File: src/rtl/io_port_pkg.sv
package io_port_pkg;

  // port geometry
  localparam int PIN_COUNT = 6;

  // register word addresses (byte addresses, one aligned word each)
  localparam logic [3:0] ADDR_OUTPUT_LATCH = 4'h0;
  localparam logic [3:0] ADDR_MODE_HIGH    = 4'h4;
  localparam logic [3:0] ADDR_MODE_LOW     = 4'h8;
  localparam logic [3:0] ADDR_PIN_LEVEL    = 4'hC;

  // values after reset
  localparam logic [5:0] LATCH_RESET = 6'h3F;
  localparam logic [5:0] MODE_RESET  = 6'h00;

  // strong pull-up pulse length in cpu clock cycles
  localparam int STRONG_PULSE_CYCLES = 2;
  localparam logic [1:0] STRONG_PULSE_LOAD = 2'(STRONG_PULSE_CYCLES);

  // pin mode encodings {high, low}
  localparam logic [1:0] MODE_QUASI     = 2'h0;
  localparam logic [1:0] MODE_PUSH_PULL = 2'h1;
  localparam logic [1:0] MODE_INPUT     = 2'h2;
  localparam logic [1:0] MODE_OPEN      = 2'h3;

  // bus answer for unmapped reads
  localparam logic [31:0] UNMAPPED_READ = 32'h0000_0000;

  // decode a register address into a one-hot select
  function automatic logic [3:0] reg_select(input logic [3:0] addr);
    reg_select = 4'h0;
    case (addr)
      ADDR_OUTPUT_LATCH: reg_select = 4'h1;
      ADDR_MODE_HIGH:    reg_select = 4'h2;
      ADDR_MODE_LOW:     reg_select = 4'h4;
      ADDR_PIN_LEVEL:    reg_select = 4'h8;
      default:           reg_select = 4'h0;
    endcase
  endfunction

endpackage

File: src/rtl/io_port.sv
`timescale 1ns/1ps
module io_port (
  input  wire logic        clock_in,
  input  wire logic        reset_n_in,
  // avalon-mm slave
  input  wire logic [3:0]  address_in,
  input  wire logic        read_in,
  input  wire logic        write_in,
  input  wire logic [31:0] writedata_in,
  input  wire logic [3:0]  byteenable_in,
  output logic [31:0]      readdata_out,
  output logic             waitrequest_out,
  // pins
  input  wire logic [io_port_pkg::PIN_COUNT-1:0] pin_in,
  output logic [io_port_pkg::PIN_COUNT-1:0]      pin_out,
  output logic [io_port_pkg::PIN_COUNT-1:0]      pin_oe_out,
  output logic [io_port_pkg::PIN_COUNT-1:0]      very_weak_up_out,
  output logic [io_port_pkg::PIN_COUNT-1:0]      weak_up_out,
  output logic [io_port_pkg::PIN_COUNT-1:0]      strong_up_out,
  output logic [io_port_pkg::PIN_COUNT-1:0]      pull_down_out
);
  import io_port_pkg::*;

  logic [PIN_COUNT-1:0] port_output_latch_reg;
  logic [PIN_COUNT-1:0] pin_mode_select_high_reg;
  logic [PIN_COUNT-1:0] pin_mode_select_low_reg;
  logic [PIN_COUNT-1:0] pin_level;
  logic                 answered_reg;
  logic [3:0]           select;
  logic                 access;

  // one wait cycle: the answer comes the edge after the request is seen
  assign access          = read_in | write_in;
  assign waitrequest_out = access & ~answered_reg;
  assign select          = reg_select(address_in);

  always_ff @(posedge clock_in) begin
    if (!reset_n_in) begin
      answered_reg <= 1'b0;
    end else begin
      answered_reg <= access & ~answered_reg;
    end
  end

  // register writes take effect on the edge where waitrequest is low
  always_ff @(posedge clock_in) begin
    if (!reset_n_in) begin
      port_output_latch_reg    <= LATCH_RESET;
      pin_mode_select_high_reg <= MODE_RESET;
      pin_mode_select_low_reg  <= MODE_RESET;
    end else if (write_in && answered_reg && byteenable_in[0]) begin
      if (select[0]) begin
        port_output_latch_reg <= writedata_in[PIN_COUNT-1:0];
      end
      if (select[1]) begin
        pin_mode_select_high_reg <= writedata_in[PIN_COUNT-1:0];
      end
      if (select[2]) begin
        pin_mode_select_low_reg <= writedata_in[PIN_COUNT-1:0];
      end
    end
  end

  // read data registered so it stands at the answering edge
  always_ff @(posedge clock_in) begin
    if (!reset_n_in) begin
      readdata_out <= UNMAPPED_READ;
    end else if (read_in && !answered_reg) begin
      case (select)
        4'h1:    readdata_out <= {26'h0, port_output_latch_reg};
        4'h2:    readdata_out <= {26'h0, pin_mode_select_high_reg};
        4'h4:    readdata_out <= {26'h0, pin_mode_select_low_reg};
        4'h8:    readdata_out <= {26'h0, pin_level};
        default: readdata_out <= UNMAPPED_READ;
      endcase
    end
  end

  // per-pin input stage and driver; same input path in every mode
  for (genvar n = 0; n < PIN_COUNT; n++) begin : g_pin
    pin_input_sync u_sync (
      .clock_in   (clock_in),
      .reset_n_in (reset_n_in),
      .pin_in     (pin_in[n]),
      .level_out  (pin_level[n])
    );

    pin_driver u_drv (
      .clock_in         (clock_in),
      .reset_n_in       (reset_n_in),
      .mode_in          ({pin_mode_select_high_reg[n], pin_mode_select_low_reg[n]}),
      .latch_in         (port_output_latch_reg[n]),
      .level_in         (pin_level[n]),
      .very_weak_up_out (very_weak_up_out[n]),
      .weak_up_out      (weak_up_out[n]),
      .strong_up_out    (strong_up_out[n]),
      .pull_down_out    (pull_down_out[n])
    );

    // strong drivers decide the pad; weak pull-ups are reported only
    assign pin_oe_out[n] = strong_up_out[n] | pull_down_out[n];
    assign pin_out[n]    = strong_up_out[n];
  end

endmodule // io_port

File: src/rtl/pin_driver.sv
`timescale 1ns/1ps
// per-pin driver selection from mode, latch and sampled level
module pin_driver (
  input  wire logic       clock_in,
  input  wire logic       reset_n_in,
  input  wire logic [1:0] mode_in,
  input  wire logic       latch_in,
  input  wire logic       level_in,
  output logic            very_weak_up_out,
  output logic            weak_up_out,
  output logic            strong_up_out,
  output logic            pull_down_out
);
  import io_port_pkg::*;

  logic       latch_prev_reg;
  logic [1:0] pulse_count_reg;
  logic       quasi;

  assign quasi = (mode_in == MODE_QUASI);

  // remember latch to spot a 0 to 1 rise
  always_ff @(posedge clock_in) begin
    if (!reset_n_in) begin
      latch_prev_reg <= 1'b1;
    end else begin
      latch_prev_reg <= latch_in;
    end
  end

  // strong pulse counter; a mode change away from quasi cuts it short
  always_ff @(posedge clock_in) begin
    if (!reset_n_in) begin
      pulse_count_reg <= 2'h0;
    end else if (!quasi || !latch_in) begin
      pulse_count_reg <= 2'h0;
    end else if (!latch_prev_reg) begin
      pulse_count_reg <= STRONG_PULSE_LOAD;
    end else if (pulse_count_reg != 2'h0) begin
      pulse_count_reg <= pulse_count_reg - 2'h1;
    end
  end

  // driver selection per mode
  always_comb begin
    very_weak_up_out = 1'b0;
    weak_up_out      = 1'b0;
    strong_up_out    = 1'b0;
    pull_down_out    = 1'b0;
    case (mode_in)
      MODE_QUASI: begin
        very_weak_up_out = latch_in;
        weak_up_out      = latch_in & level_in;
        strong_up_out    = (pulse_count_reg != 2'h0);
        pull_down_out    = ~latch_in;
      end
      MODE_PUSH_PULL: begin
        strong_up_out = latch_in;
        pull_down_out = ~latch_in;
      end
      MODE_INPUT: begin
        pull_down_out = 1'b0;
      end
      MODE_OPEN: begin
        pull_down_out = ~latch_in;
      end
      default: begin
        pull_down_out = 1'b0;
      end
    endcase
  end

endmodule // pin_driver

File: src/rtl/pin_input_sync.sv
`timescale 1ns/1ps
// three-stage synchroniser with agreement filter for one pin
module pin_input_sync (
  input  wire logic clock_in,
  input  wire logic reset_n_in,
  input  wire logic pin_in,
  output logic      level_out
);
  import io_port_pkg::*;

  logic stage1_reg;
  logic stage2_reg;
  logic stage3_reg;

  // shift chain; first stage only feeds the second
  always_ff @(posedge clock_in) begin
    if (!reset_n_in) begin
      stage1_reg <= 1'b1;
      stage2_reg <= 1'b1;
      stage3_reg <= 1'b1;
    end else begin
      stage1_reg <= pin_in;
      stage2_reg <= stage1_reg;
      stage3_reg <= stage2_reg;
    end
  end

  // level changes only once stages two and three agree
  always_ff @(posedge clock_in) begin
    if (!reset_n_in) begin
      level_out <= 1'b1;
    end else if (stage2_reg == stage3_reg) begin
      level_out <= stage3_reg;
    end
  end

endmodule // pin_input_sync

File: config.mk
export PLATFORM = sky130hd
export DESIGN_NAME = io_port
export DESIGN_NICKNAME = d
export VERILOG_FILES = /design/src/rtl/io_port_pkg.sv /design/src/rtl/io_port.sv /design/src/rtl/pin_driver.sv /design/src/rtl/pin_input_sync.sv
export SDC_FILE = /design/constraint.sdc
export NUM_CORES = 1
export LEC_CHECK = 0
export BUFFER_PORTS_ARGS = -buffer_cell sky130_fd_sc_hd__buf_2
export CAP_MARGIN = 20
export CELL_PAD_IN_SITES_DETAIL_PLACEMENT = 1
export CELL_PAD_IN_SITES_GLOBAL_PLACEMENT = 2
export CORE_MARGIN = 8
export CORE_UTILIZATION = 25
export CTS_CLUSTER_SIZE = 30
export DETAILED_ROUTE_END_ITERATION = 7
export PLACE_DENSITY = 0.73
export SYNTH_ARGS = -nofsm -noshare
export SYNTH_HDL_FRONTEND = slang
export SYNTH_HIERARCHICAL = 1
export SYNTH_SLANG_ARGS = --single-unit
File: constraint.sdc
create_clock -name clock_in -period 1.22 [get_ports clock_in]
set_input_delay 0.183 -clock clock_in [delete_from_list [all_inputs] [get_ports clock_in]]
set_output_delay 0.183 -clock clock_in [all_outputs]
set_load 0.02 [all_outputs]
After elaboration in Yosys (flattened, before gate mapping)
Index checks and enable logic that the tools add are counted.

Register bits after elaboration: 93. Bits of input ports: 50. Output and inout port bits: 69. Word-level logic and storage cells: 212.

Add/subtract/negate cells: 6. Equality and inequality tests: 37. Muxes and demuxes: 38. Bitwise gates (word level): 28. Reductions and logical operators: 56.

Operators by type and width (number): OR reduction 3 bit (12); == test 2 bit, second input constant (12); two-way mux 2 bit (12); one-hot mux 1 bit (2 select lines) (12); one-hot mux 6 bit (4 select lines) (1); one-hot mux 4 bit (4 select lines) (1); inverter 1 bit (14); logical NOT 1 bit (13); == test 2 x 1 -> 1 bit, second input constant (6); == test 4 bit, second input constant (3); logical NOT 2 bit (6); two-way mux 1 bit (12); inequality test 2 bit, second input constant (6); nonzero test 2 bit (6); OR reduction 2 bit (6); subtractor 2 x 1 -> 2 bit, second input constant (6); == test 4 x 3 -> 1 bit, second input constant (2); bitwise AND 1 bit (7); OR 1 bit (7); == test 1 bit (6); logical OR 1 bit (6); AND reduction 2 bit (3); == test 4 x 1 -> 1 bit, second input constant (1); == test 4 x 2 -> 1 bit, second input constant (1); other kinds (2) (4).

Longest topological paths before layout
Depth in word-level cells: 4. Mapped depth: 5. Mapped depth without buffers: 3.

Hierarchy
The synthesis kept the hierarchy.

By module, submodules not included: io_port (instances 1, cells an instance 172, area each 1490.2 um2, seq. area each 500.5 um2); pin_driver (instances 6, cells an instance 16, area each 143.9 um2, seq. area each 60.1 um2); pin_input_sync (instances 6, cells an instance 10, area each 112.6 um2, seq. area each 80.1 um2).

Least setup slack after synthesis
Ideal clock, no wire load.

Kind: register to output. From: reg pin_mode_select_low_reg[5]. To: out pin_oe_out[5] (netlist bit). Arrival: 1.308 ns. Data required time: 1.037 ns. Setup slack: -0.271 ns. Cell stages (with the launch flop): 4. Buffers on the path: 0. Cell sequence: dfxtp_1 nor3_1 nor3_1 or2_2.

Elaborated cells between the ends (all ways): 8. Those cells by class: eq/ne (3); mux (2); bitwise (1); reduce/logical (2).

RTL lines: start, declared (line io_port.sv:26) `logic [PIN_COUNT-1:0] pin_mode_select_low_reg;`; start signal, assigned (line io_port.sv:59) `pin_mode_select_low_reg <= writedata_in[PIN_COUNT-1:0];`; == test 2 x 1 -> 1 bit / logical NOT 2 bit (equally long branches) (line pin_driver.sv:50) `case (mode_in)`; one-hot mux 1 bit (2 select lines) * (line pin_driver.sv:50); via pin_out, one bit (line io_port.sv:15) `output logic [io_port_pkg::PIN_COUNT-1:0] pin_out,`; OR 1 bit * (line io_port.sv:101) `assign pin_oe_out[n] = strong_up_out[n] | pull_down_out[n];`; end, declared (line io_port.sv:16) `output logic [io_port_pkg::PIN_COUNT-1:0] pin_oe_out,`.

The timed path passes the listed nets; every way through them passes the cells marked *.

Worst setup path in the final report
From: reg g_pin[5].u_drv.pulse_count_reg[0]. To: out pin_oe_out[5] (netlist bit).

Word-level cells in the longest chain between the ends: 3.

Ends and longest elaborated chain: start, declared (line pin_driver.sv:17) `logic [1:0] pulse_count_reg;`; start signal, assigned (line pin_driver.sv:40) `pulse_count_reg <= pulse_count_reg - 2'h1;`; nonzero test 2 bit (line pin_driver.sv:54) `strong_up_out = (pulse_count_reg != 2'h0);`; one-hot mux 1 bit (2 select lines) (line pin_driver.sv:50); OR 1 bit (line io_port.sv:101).

No other way between the ends.

==> results.json <==
{
  "setup_violations": 36,
  "synthDistinctLibCells": 37,
  "cts_buffers": 9,
  "drc": 0,
  "clk_pin_slew_ns": 0.06,
  "crit_buf_inv": 1,
  "min_period_ns": 1.49,
  "crit_path_end_kind": "output pin",
  "slowest_stage": "dfxtp_2",
  "critPathMaxFanout": 2,
  "rsz0062_at_grt": "true",
  "vias_per_cell": 4.56,
  "drtAntennaViolNets": 0,
  "cpPeakStageDelay_ns": 0.33,
  "gr-total-overflow": 0,
  "clockBufferDepth": 2,
  "port-buffer-count": 63,
  "period_share": 1.22,
  "fin_ws_ns": -0.266,
  "synth_adder_area_share": 0,
  "insertion_delay_ns": 0.33,
  "cts_root_buffer": "clkbuf_16",
  "grt_usage": 0.123,
  "vdd_drop_max_mv": 0.599,
  "synthMuxAreaShare": 0.0397,
  "antenna_found_initial": 1,
  "grt_max_degree": 35,
  "io_pins": 119,
  "area_growth_pct": 62.2,
  "seq_area_frac_synth": 0.443,
  "status": "complete, but fails checks",
  "multiInputGateArea_mm2": 0.00181,
  "die_w_um": 126,
  "synth_compound_area_frac": 0.132,
  "cts_tree": "built",
  "netlist_instances": 328,
  "ys.flop_type": "dfxtp_1",
  "dieArea_mm2": 0.0159,
  "layout_commonest_cell": "buf_6",
  "ff_latch_area_mm2": 0.00140,
  "drive_gt1_frac": 0.521,
  "crit_chain": "nor3_4 -> nor3_4 -> or2_4 -> buf_6",
  "stdcell_count": 604,
  "hold_class": "in -> reg",
  "crit_family": "simple AND/OR/NAND/NOR gates",
  "place_ws_ns": -0.199,
  "netlist_area_mm2": 0.00303,
  "finalClockSkew_ns": 0.0117,
  "violations": "negative setup slack",
  "grt_pass1_vias": 3050,
  "vias": 2754,
  "cap_viol_max_count": 0,
  "dr.first_iter.drc_count": 82,
  "criticalPathCategory": "reg -> out",
  "ys_warn_count": 6,
  "fmax_mhz": 673,
  "critical_path_required_ns": 1.04,
  "use_met1": 0.134,
  "grt.busiest_layer": "met2",
  "place_congestion": 0.755,
  "crit_top_cell": "nor3_4",
  "synth-edff-count": 0,
  "cts_htree_levels": 3,
  "p_leak_nw": 2.00,
  "routed_wl_um": 9660,
  "layout.cells.most_common_list": "buf_6, buf_4, dfxtp_1",
  "p_per_area_mw_per_mm2": 1120,
  "wire_per_inst_um": 16.0,
  "slew_violations": 0,
  "die_y_um": 126,
  "globalRouteMet2Util": 0.221,
  "initial_utilization": 0.254,
  "ys_async_sr_fraction": 0,
  "dp_cells": 583,
  "clock_sinks": 67,
  "rows": 40,
  "largest_reg_flops": 12,
  "hold_viol_final": 0,
  "num-nets-final": 502,
  "start_kind": "flop",
  "drt_pass1_iterations": 4,
  "grt_pass1_wl_um": 15700,
  "core_area_mm2": 0.0119,
  "diodes": 0,
  "avgSynthCellArea_um2": 9.24,
  "grtUsageMet3": 0.0397,
  "synth_top_family_by_area": "simple AND/OR/NAND/NOR gates",
  "fill_cells": 1333,
  "crit_arrival_ns": 1.30,
  "ys_seq_elements": 67,
  "synth_xor_area_frac": 0,
  "hpwl_um": 6950,
  "synth_simple_gate_area_share": 0.280
}
## repair_timing
item	CTS	global route
pin swaps	15	8
setup endpoints to repair	43	55
hold buffers	0	0
resized for setup	160	40
buffers inserted	6	4
## routing by layer
metal / routed length (um) / up-vias
met3: 505 / 11
met1: 3980 / 1327
met5: 8 / -
met4: 128 / 2
li1: - / 1346
met2: 5030 / 68
## synthesized netlist by cell type, drive strengths merged, types with 3 or more instances
| cell | n | area share |
|---|---|---|
| nand2b | 24 | 0.050 |
| o21ai | 24 | 0.040 |
| nor2b | 6 | 0.012 |
| o22ai | 6 | 0.012 |
| clkbuf | 5 | 0.0062 |
| a21oi | 18 | 0.030 |
| buf | 38 | 0.090 |
| and2 | 7 | 0.014 |
| nand4bb | 7 | 0.026 |
| mux2i | 12 | 0.040 |
| or3b | 3 | 0.0087 |
| inv | 7 | 0.0087 |
| nor3 | 18 | 0.040 |
| dfxtp | 67 | 0.44 |
| a22o | 6 | 0.018 |
| nor3b | 8 | 0.030 |
| nand3 | 24 | 0.040 |
| nor2 | 9 | 0.011 |
| or2 | 6 | 0.012 |
| a21boi | 13 | 0.032 |
| nand2 | 12 | 0.015 |
## stage by stage
step	utilization	setup TNS (ns)	total power [W]	instance area, um2	hold WS (ns)
3_3_place_gp	0.329	-2.80	0.00267	3920	0.366
2_1_floorplan	-	-0.288	0.00257	3210	0.256
6_report	0.413	-6.61	0.00549	4910	0.0315
5_1_grt	0.413	-8.56	0.00570	4910	0.0400
4_1_cts	0.400	-7.21	0.00554	4760	0.0232
3_5_place_dp	0.329	-3.76	0.00268	3920	0.368
## final cells by class
cell class,count,area share
clock inverter,6,0.0178
tap,147,0.0374
inverter,7,0.00637
timing repair buffer,131,0.235
multi-input combinational,236,0.369
sequential,67,0.286
clock buffer,10,0.0486
## where the power goes
group | internal [W] | leakage (nW) | switching [W]
combinational | 0.000178 | 1.29 | 0.000268
clock | 0.00185 | 0.163 | 0.000978
sequential | 0.00220 | 0.556 | 0.0000180
total | 0.00422 | 2.00 | 0.00126
## path summary, 6_finish.rpt
check	endpoint	start	slack [ns]	depth (start not counted)
worst max-delay path	pin_oe_out[5]	g_pin[5].u_drv/pulse_count_reg[0]	-0.27	4
worst min register to register	g_pin[4].u_sync/stage2_reg	g_pin[4].u_sync/stage1_reg	0.40	1
worst max register to register	port_output_latch_reg[1]	answered_reg	0.02	3
worst min-delay path	g_pin[2].u_sync/stage1_reg	pin_in[2]	0.03	2
## cells by family after synthesis
group / Yosys count
compound gates: 67
buf+inv: 50
flops: 67
mux: 12
other cells: 1
simple gates: 131
No activity file was read; power rests on OpenSTA's default activity.
